### config.mk
export PLATFORM = sky130hd
export DESIGN_NAME = psq_sequencer
export DESIGN_NICKNAME = d
export VERILOG_FILES = /design/src/inc/psq_pkg.sv /design/src/rtl/psq_sequencer.sv
export SDC_FILE = /design/constraint.sdc
export NUM_CORES = 1
export LEC_CHECK = 0
export BUFFER_PORTS_ARGS = -buffer_cell sky130_fd_sc_hd__buf_2
export CAP_MARGIN = 30
export CORE_UTILIZATION = 25
export CTS_CLUSTER_SIZE = 25
export DETAILED_ROUTE_END_ITERATION = 8
export GPL_ROUTABILITY_DRIVEN = 0
export SLEW_MARGIN = 20
export SYNTH_ARGS = -nofsm -noshare
export SYNTH_HDL_FRONTEND = slang
export SYNTH_SLANG_ARGS = --single-unit
### constraint.sdc
create_clock -name sys_clk_i -period 2.2 [get_ports sys_clk_i]
set_input_delay 0.33 -clock sys_clk_i [delete_from_list [all_inputs] [get_ports sys_clk_i]]
set_output_delay 0.33 -clock sys_clk_i [all_outputs]
set_load 0.01 [all_outputs]
### src/inc/psq_pkg.sv
// constants and types for the program sequencer
// assumes a 50 MHz system clock and a 15-bit program space
package psq_pkg;
  localparam int PC_W = 15;
  localparam int WORD_W = 16;
  localparam int INSN_ADDR_W = 13;
  localparam logic [PC_W-1:0] PC_STEP = 15'h0001;
  localparam logic [PC_W-1:0] VEC_RESET = 15'h0000;
  localparam logic [PC_W-1:0] VEC_EXT0 = 15'h0004;
  localparam logic [PC_W-1:0] VEC_EXT1 = 15'h0008;
  localparam logic [PC_W-1:0] VEC_TMR0 = 15'h000C;
  localparam logic [PC_W-1:0] VEC_TMR1 = 15'h0010;
  localparam logic [PC_W-1:0] VEC_UART = 15'h0014;
  localparam logic [PC_W-1:0] VEC_MULTI = 15'h0018;
  localparam int NUM_IRQ = 6;
  // start-up hold in system clock periods
  localparam int STARTUP_PERIODS = 1024;
  localparam int STARTUP_W = 11;
  localparam logic [STARTUP_W-1:0] STARTUP_HOLD_COUNT = STARTUP_W'(STARTUP_PERIODS);
  localparam logic [STARTUP_W-1:0] STARTUP_ZERO = 11'h000;
  localparam logic [1:0] PHASE_LAST = 2'h3;
  localparam logic [1:0] PHASE_FIRST = 2'h0;
  localparam logic [3:0] PHASE_ONE_HOT_ZERO = 4'h1;
  typedef enum logic [2:0]
  {
    PSQ_OP_NEXT = 3'b000,
    PSQ_OP_SKIP = 3'b001,
    PSQ_OP_JUMP = 3'b010,
    PSQ_OP_CALL = 3'b011,
    PSQ_OP_RET = 3'b100,
    PSQ_OP_LOW = 3'b101
  } psq_op_type;
  typedef enum logic [1:0]
  {
    PSQ_ST_HOLD = 2'b00,
    PSQ_ST_RUN = 2'b01,
    PSQ_ST_FLUSH = 2'b10
  } psq_state_type;
endpackage

### src/rtl/psq_sequencer.sv
// program counter and four-phase instruction sequencer
// assumes program memory answers within one instruction cycle and the
// core presents op and operands during the last phase of a cycle
//
// What this block does
// - four non-overlapping phase clocks sequence cycles
// - each instruction cycle is four clocks
// - fetch next while current one executes
// - counter-changing instructions take two cycles
// - met skip discards prefetch, dummy cycle
// - counter is fifteen bits wide
// - counter advances one after each fetch
// - jumps, calls, interrupts, reset load counter
// - reset clears counter to zero
// - first external or converter vector 0x004
// - second external or serial vector 0x008
// - first timer overflow vector 0x00C
// - second timer overflow vector 0x010
// - uart or alternative serial vector 0x014
// - multi-function interrupt vector 0x018
// - hold 1024 clocks after power-up or wake
`timescale 1ns/1ps
module psq_sequencer
(
  input wire logic sys_clk_i,
  input wire logic nrst_i,
  input wire logic wake_i,
  input wire psq_pkg::psq_op_type op_i,
  input wire logic op_valid_i,
  input wire logic skip_met_i,
  input wire logic [psq_pkg::INSN_ADDR_W-1:0] target_i,
  input wire logic bank_select_low_bit_i,
  input wire logic bank_select_high_bit_i,
  input wire logic [7:0] counter_low_byte_i,
  input wire logic [psq_pkg::PC_W-1:0] stack_top_i,
  input wire logic [psq_pkg::NUM_IRQ-1:0] irq_i,
  input wire logic [psq_pkg::WORD_W-1:0] prog_data_i,
  output logic [3:0] phase_o,
  output logic [psq_pkg::PC_W-1:0] prog_addr_o,
  output logic fetch_o,
  output logic [psq_pkg::WORD_W-1:0] insn_o,
  output logic insn_valid_o,
  output logic irq_ack_o,
  output logic [psq_pkg::PC_W-1:0] push_pc_o,
  output logic running_o
);
  import psq_pkg::*;

  psq_state_type state;
  psq_state_type next_state;
  logic [1:0] phase;
  logic [1:0] next_phase;
  logic [3:0] next_phase_o;
  logic [PC_W-1:0] pc;
  logic [PC_W-1:0] next_pc;
  logic [STARTUP_W-1:0] hold;
  logic [STARTUP_W-1:0] next_hold;
  logic [WORD_W-1:0] next_insn;
  logic next_insn_valid;
  logic next_fetch;
  logic next_ack;
  logic [PC_W-1:0] next_push;
  logic wake_s1;
  logic wake_s2;
  logic wake_s3;
  logic wake_rise;
  logic cycle_end;

  // priority vector selection, lowest index first
  function automatic logic [PC_W-1:0] irq_vector(input logic [NUM_IRQ-1:0] req);
    logic [PC_W-1:0] v;
    v = VEC_MULTI;
    if (req[0])
      v = VEC_EXT0;
    else if (req[1])
      v = VEC_EXT1;
    else if (req[2])
      v = VEC_TMR0;
    else if (req[3])
      v = VEC_TMR1;
    else if (req[4])
      v = VEC_UART;
    return v;
  endfunction

  assign wake_rise = wake_s2 & ~wake_s3;
  assign cycle_end = (phase == PHASE_LAST);

  always_comb
  begin
    next_state = state;
    next_phase = phase;
    next_hold = hold;
    next_pc = pc;
    next_insn = insn_o;
    next_insn_valid = 1'b0;
    next_fetch = 1'b0;
    next_ack = 1'b0;
    next_push = push_pc_o;
    next_phase = (state == PSQ_ST_HOLD) ? PHASE_FIRST : phase + 2'h1;
    next_phase_o = PHASE_ONE_HOT_ZERO << next_phase;
    case (state)
      PSQ_ST_HOLD:
      begin
        if (hold == STARTUP_ZERO)
          next_state = PSQ_ST_RUN;
        else
          next_hold = hold - 11'h001;
      end
      PSQ_ST_RUN, PSQ_ST_FLUSH:
      begin
        if (cycle_end)
        begin
          next_fetch = 1'b1;
          next_insn = prog_data_i;
          next_insn_valid = 1'b1;
          next_pc = pc + PC_STEP;
          next_state = PSQ_ST_RUN;
          if (|irq_i)
          begin
            next_ack = 1'b1;
            next_push = pc;
            next_pc = irq_vector(irq_i);
            next_state = PSQ_ST_FLUSH;
          end
          else if (op_valid_i && state == PSQ_ST_RUN)
          begin
            case (op_i)
              PSQ_OP_SKIP:
                if (skip_met_i)
                  next_state = PSQ_ST_FLUSH;
              PSQ_OP_JUMP, PSQ_OP_CALL:
              begin
                next_push = pc;
                next_pc = {bank_select_high_bit_i, bank_select_low_bit_i, target_i};
                next_state = PSQ_ST_FLUSH;
              end
              PSQ_OP_RET:
              begin
                next_pc = stack_top_i;
                next_state = PSQ_ST_FLUSH;
              end
              PSQ_OP_LOW:
              begin
                next_pc = {pc[PC_W-1:8], counter_low_byte_i};
                next_state = PSQ_ST_FLUSH;
              end
              default:
                next_state = PSQ_ST_RUN;
            endcase
          end
          if (next_state == PSQ_ST_FLUSH)
            next_insn_valid = 1'b0;
        end
      end
      default:
        next_state = PSQ_ST_HOLD;
    endcase
    if (wake_rise)
    begin
      next_state = PSQ_ST_HOLD;
      next_hold = STARTUP_HOLD_COUNT - 11'h001;
      next_phase = PHASE_FIRST;
      next_phase_o = PHASE_ONE_HOT_ZERO;
    end
  end

  always_ff @(posedge sys_clk_i)
  begin
    if (!nrst_i)
    begin
      state <= PSQ_ST_HOLD;
      phase <= PHASE_FIRST;
      phase_o <= PHASE_ONE_HOT_ZERO;
      hold <= STARTUP_HOLD_COUNT - 11'h001;
      pc <= VEC_RESET;
      insn_o <= '0;
      insn_valid_o <= 1'b0;
      fetch_o <= 1'b0;
      irq_ack_o <= 1'b0;
      push_pc_o <= VEC_RESET;
      running_o <= 1'b0;
      wake_s1 <= 1'b0;
      wake_s2 <= 1'b0;
      wake_s3 <= 1'b0;
    end
    else
    begin
      state <= next_state;
      phase <= next_phase;
      phase_o <= next_phase_o;
      hold <= next_hold;
      pc <= next_pc;
      insn_o <= next_insn;
      insn_valid_o <= next_insn_valid;
      fetch_o <= next_fetch;
      irq_ack_o <= next_ack;
      push_pc_o <= next_push;
      running_o <= (next_state != PSQ_ST_HOLD);
      wake_s1 <= wake_i;
      wake_s2 <= wake_s1;
      wake_s3 <= wake_s2;
    end
  end

  assign prog_addr_o = pc;
endmodule
### Yosys cells after proc, flatten, opt, wreduce, memory -nomap -nowiden

Cells that the tools add are included.

* output and inout port bits: 54
* word-level logic and storage cells: 75
* register bits after elaboration: 72

* equality and inequality tests: 10
* $add $sub $neg: 3
* bitwise logic cells: 4
* muxes and demuxes: 25
* reduce and logical (&&, ||, !) cells: 17
* shifts and indexed selects: 1

Operator list (number)
* 15-bit two-way mux: 5
* 15-bit case mux with 3 select lines: 1
* 2-bit two-way mux: 9
* 15-bit by 1-bit adder with 15-bit output, second input constant: 1
* 5-bit two-way mux: 3
* 11-bit logical NOT: 1
* 11-bit by 1-bit subtractor with 11-bit output, second input constant: 1
* 4-bit two-way mux: 2
* 2-bit case mux with 2 select lines: 2
* 2-bit == test, second input constant: 3
* 3-bit by 2-bit == test with 1-bit output, second input constant: 2
* 3-bit == test, second input constant: 2
* 2-bit AND reduction: 3
* 3-bit AND reduction: 2
* 2-bit nonzero test: 3
* 2-bit OR reduction: 3
* 6-bit OR reduction: 1
* 4-bit AND reduction: 1
* 4-bit OR reduction: 1
* 1-bit by 2-bit << shifter with 4-bit output, first input constant: 1
* 3-bit by 1-bit == test with 1-bit output, second input constant: 1
* 1-bit two-way mux: 3
* 3-bit inequality test, second input constant: 1
* 1-bit NOT: 3
* 5 further kinds: 5

### Logic depth before layout (Yosys ltp)

* depth in word-level cells: 11
* mapped depth: 8

### Least setup slack after synthesis

No wires, ideal clock.

* kind: reg-to-reg
* start point: register state[1]
* end point: register pc[8] (netlist: prog_addr_o[8])
* setup slack: 0.299 ns
* arrival: 1.822 ns
* stages on the path, launching flop included: 8
* buffers on the path: 0
* setup time: 0.079 ns
* cells stage by stage: dfxtp_1 > inv_1 > ha_1 > nand2_1 > or4b_1 > nor3_1 > nand4_1 > o211ai_1

* cells in the longest elaborated chain, start to end: 4
* elaborated cells between the ends (all ways): 8

Ends and longest elaborated chain
* from (decl): line psq_sequencer.sv:49 `psq_state_type state;`
* from (signal assigned): line psq_sequencer.sv:189 `state <= next_state;`
* 2-bit by 1-bit == test with 1-bit output: line psq_sequencer.sv:102, psq_sequencer.sv:126
* 1-bit logical AND: line psq_sequencer.sv:126 `else if (op_valid_i && state == PSQ_ST_RUN)`
* 3-bit inequality test (no source line) or 15-bit two-way mux (tied branches)
* 3-bit AND reduction (no source line) or 15-bit two-way mux (tied branches)
* to (signal assigned): line psq_sequencer.sv:193 `pc <= next_pc;`
* to (decl): line psq_sequencer.sv:54 `logic [PC_W-1:0] pc;`

Parallel ways exist; a longest one is shown, timed or not.
A chain may end at the register's enable or synchronous reset.

### Worst setup path in the final report

* start point: register state[0]
* end point: register running_o

* cells in the longest elaborated chain, start to end: 10
* elaborated cells between the ends (all ways): 14

Ends and longest elaborated chain
* 2-bit by 1-bit == test with 1-bit output: line psq_sequencer.sv:102, psq_sequencer.sv:126
* 1-bit logical AND: line psq_sequencer.sv:126
* 2-bit two-way mux: line psq_sequencer.sv:126
* 2-bit two-way mux: line psq_sequencer.sv:119 `if (|irq_i)`
* 2-bit two-way mux: line psq_sequencer.sv:112 `if (cycle_end)`
* 2-bit two-way mux: line psq_sequencer.sv:102 `case (state)`
* 2-bit two-way mux: line psq_sequencer.sv:112
* 2-bit case mux with 2 select lines (*): line psq_sequencer.sv:102
* 2-bit two-way mux (*): line psq_sequencer.sv:159 `if (wake_rise)`
* 2-bit nonzero test (*): line psq_sequencer.sv:199 `running_o <= (next_state != PSQ_ST_HOLD);`
* to (signal assigned): line psq_sequencer.sv:199
* to (decl): line psq_sequencer.sv:45 `output logic running_o`

Every way passes the cells marked *; elsewhere a longest branch is shown, timed or not. The select of a mux whose other input is x is not followed.

==> results.sh <==
export IMPL_outcome="completed"
export IMPL_antenna_found_initial=2
export IMPL_synth_nets=485
export IMPL_fmax_mhz=481
export IMPL_synth_cell_types=52
export IMPL_maxSlewViolCount=0
export IMPL_peakVddDrop_mv=0.279
export IMPL_clkTransAtPathRegs_ps=60
export IMPL_core_area_sq_um=13500
export IMPL_hpwl_mm=8.11
export IMPL_drv_cap=0
export IMPL_drive_gt1_share_pct=30.8
export IMPL_rsz0062_at_grt="false"
export IMPL_synthArstFlopShare_pct=0
export IMPL_grt_usage_pct=15.0
export IMPL_wirelength_mm=10.5
export IMPL_hold_buffers=0
export IMPL_sw_frac_of_total_pct=21.0
export IMPL_wl_met3_microns=808
export IMPL_slew_headroom_pct=61.8
export IMPL_avgSynthCellArea_sq_um=8.55
export IMPL_routedWlPerCell_microns=14.6
export IMPL_worst_slew_pin_slew_ps=570
export IMPL_setup_viol=0
export IMPL_cts_made_buffers=9
export IMPL_fp_dieArea_sq_um=14500
export IMPL_die_w_microns=120
export IMPL_combPwrFrac_pct=5.4
export IMPL_post_place_ws_ps=48.5
export IMPL_startpoint_type="register"
export IMPL_cellInternalPower_mw=2.41
export IMPL_yosysTopAreaCell="dfxtp_1"
export IMPL_fin_tns_setup_ps=0
export IMPL_routed_top_layer="met5"
export IMPL_ys_warnings_count=0
export IMPL_syn_to_final_growth_pct=35.4
export IMPL_nets=616
export IMPL_row_count=42
export IMPL_fin_crit_sh_pct=94.4
export IMPL_hp_class="primary input to register"
export IMPL_arrival_ps=2320
export IMPL_ant_nets=0
export IMPL_hold_violations=0
export IMPL_endpoint_kind="register"
export IMPL_via_count=3485
export IMPL_seq_area_frac_synth_pct=41.2
export IMPL_wl_met1_mm=4.52
export IMPL_crit_type="register to register"
export IMPL_regToRegSetupSlack_ps=120
export IMPL_overflow=0
export IMPL_clkPwrFrac_pct=51.4
export IMPL_power_density_nw_per_um2=646
export IMPL_fin_ws_ps=123
export IMPL_synthFlopType="dfxtp_1"
export IMPL_tritoncts="yes"
export IMPL_numPlacedInstances=705
export IMPL_synthTopCellsByArea="dfxtp_1, nand2_1, mux2i_1, a21boi_0, nor2b_1"
export IMPL_ys_seq_elements=72
export IMPL_min_period_ps=2080
export IMPL_grt_pass1_vias=3393
export IMPL_fin_skew_ps=5.93
export IMPL_vias_per_cell=4.83
export IMPL_pin_count=122
export IMPL_io_buffers=121
export IMPL_worst_hold_slack_ps=211
export IMPL_synth_top_area_share_pct=41.2
export IMPL_met2_wirelength_mm=5.07
export IMPL_synth_edf_count=0
export IMPL_root_buffer="clkbuf_16"
export IMPL_switching_power_mw=0.642
export IMPL_cp_max_fo=5
export IMPL_insertion_delay_ps=340
export IMPL_drtIter0Drc=232
export IMPL_grt_pass1_wl_mm=16.7
export IMPL_htreeDepth=3
export IMPL_leakagePower_nw=1.93
export IMPL_cts_sinks=72
export IMPL_syn_inst=409
export IMPL_syn_area_sq_um=3500
export IMPL_fin_cells=722
export IMPL_cts_path_max_buffers=2
export IMPL_remaining_drc_errors=0
export IMPL_die_h_microns=120
export IMPL_initial_core_util_pct=26.0
export IMPL_grt_max_degree=28
export IMPL_dr_pass1_iters=4
export IMPL_required_ps=2440
export IMPL_sequentialPowerShare_pct=43.2
flip-flops by register name, summed over array words and instances (netlist names):
register	cells
phase_o	4
insn_o	16
irq_ack_o	1
state	2
wake_s1	1
running_o	1
fetch_o	1
phase	2
prog_addr_o	15
hold	11
push_pc_o	15
insn_valid_o	1
wake_s3	1
wake_s2	1
through the flow:
stage | power [mW] | util (%) | cell area [sq um]
final | 3.06 | 35.2 | 4730
after global routing | 3.18 | 35.2 | 4730
after CTS | 3.10 | 35.1 | 4720
after detailed placement | 1.51 | 32.7 | 4390
after global placement | 1.51 | 32.7 | 4390
after floorplan | 1.42 | - | 3500
layer usage:
metal | vias to the layer above | GRT usage, %
met5 | - | 0
met4 | 2 | 3.94
met3 | 13 | 5.99
met2 | 126 | 25.8
met1 | 1608 | 17.0
li1 | 1736 | -
power groups by stage:
stage / clock network (mW) / registers (mW) / logic [mW]
6_report: 1.57 / 1.32 / 0.165
5_1_grt: 1.68 / 1.32 / 0.183
4_1_cts: 1.62 / 1.32 / 0.165
3_5_place_dp: 0 / 1.35 / 0.164
3_3_place_gp: 0 / 1.35 / 0.161
2_1_floorplan: 0 / 1.35 / 0.0746
layout make-up:
| cell class | instances | area, sq um |
|---|---|---|
| Antenna cell | 1 | 2.50 |
| Clock buffer | 11 | 243 |
| Clock inverter | 5 | 80.1 |
| Fill cell | 1453 | 8720 |
| Inverter | 13 | 48.8 |
| Multi-Input combinational cell | 305 | 1940 |
| Sequential cell | 72 | 1440 |
| Tap cell | 176 | 220 |
| Timing Repair Buffer | 139 | 753 |
critical path, stage by stage (launching register included):
cell      delay [ps]
dfxtp_1          380
inv_1             70
ha_1             340
nand2_1          130
or4b_4           570
o211ai_2         170
inv_2             60
a211oi_2         270
logic make-up (layout without fill, tap and decap cells):
| kind of cell | after synthesis | in the layout | synth area share [%] |
|---|---|---|---|
| AND/OR/NAND/NOR | 164 | 164 | 23.4 |
| adder cells (fa/ha/maj) | 8 | 8 | 2.86 |
| multiplexers | 24 | 24 | 6.98 |
| flip-flops | 72 | 72 | 41.2 |
| XOR/XNOR | 9 | 9 | 2.25 |
| AO/OA/AOI/OAI | 100 | 100 | 19.7 |
| other | 0 | 1 | 0 |
| buffers and inverters | 32 | 168 | 3.54 |
final timing paths:
kind                  from  cells after the start        end
hold / removal      wake_i                      2    wake_s1
hold reg to reg    wake_s1                      1    wake_s2
setup / recovery  state[0]                      7  running_o
setup reg to reg  state[0]                      7  running_o
synth_stat cells, types with 2 or more instances:
library cell	count
and2_1	5
or4_1	3
clkbuf_1	15
nor4_1	9
nor3_1	9
nor2b_1	18
nand2_1	58
o31ai_1	7
o311ai_0	2
nand2b_1	2
and3_1	6
o211ai_1	4
a221oi_1	6
o2bb2ai_1	5
buf_2	3
nand4_1	3
o21ai_0	21
mux2i_1	21
nand3b_1	2
a21boi_0	17
dfxtp_1	72
a31oi_1	2
inv_1	12
a21oi_1	17
mux2_2	3
nor3b_1	3
ha_1	8
or3_1	4
xnor2_1	7
a22oi_1	4
nand3_1	12
a22o_1	4
xor2_1	2
nor2_1	24
or3_2	2
repair_timing:
| action | 4_1_cts | 5_1_grt |
|---|---|---|
| gates resized for setup | 0 | 3 |
| buffers inserted | 0 | 0 |
| endpoints found under the setup margin | 0 | 7 |
cell usage in the layout, fill, tap and decap left out, drive strengths merged, types with 3 or more instances in the layout:
cell / n
mux2i: 21
o21ai: 22
mux2: 3
o211ai: 5
a22o: 4
nor2: 24
nand2: 58
o2bb2ai: 5
nor3b: 3
inv: 13
a22oi: 4
nor4: 9
clkbuf: 11
a21boi: 17
or3: 6
o31ai: 7
or4: 4
nor3: 10
dfxtp: 72
ha: 8
nand4: 3
and2: 5
and3: 6
nor2b: 18
a21oi: 18
nand3: 12
a221oi: 6
xnor2: 7
buf: 139
(Power assumes the default switching activity.)
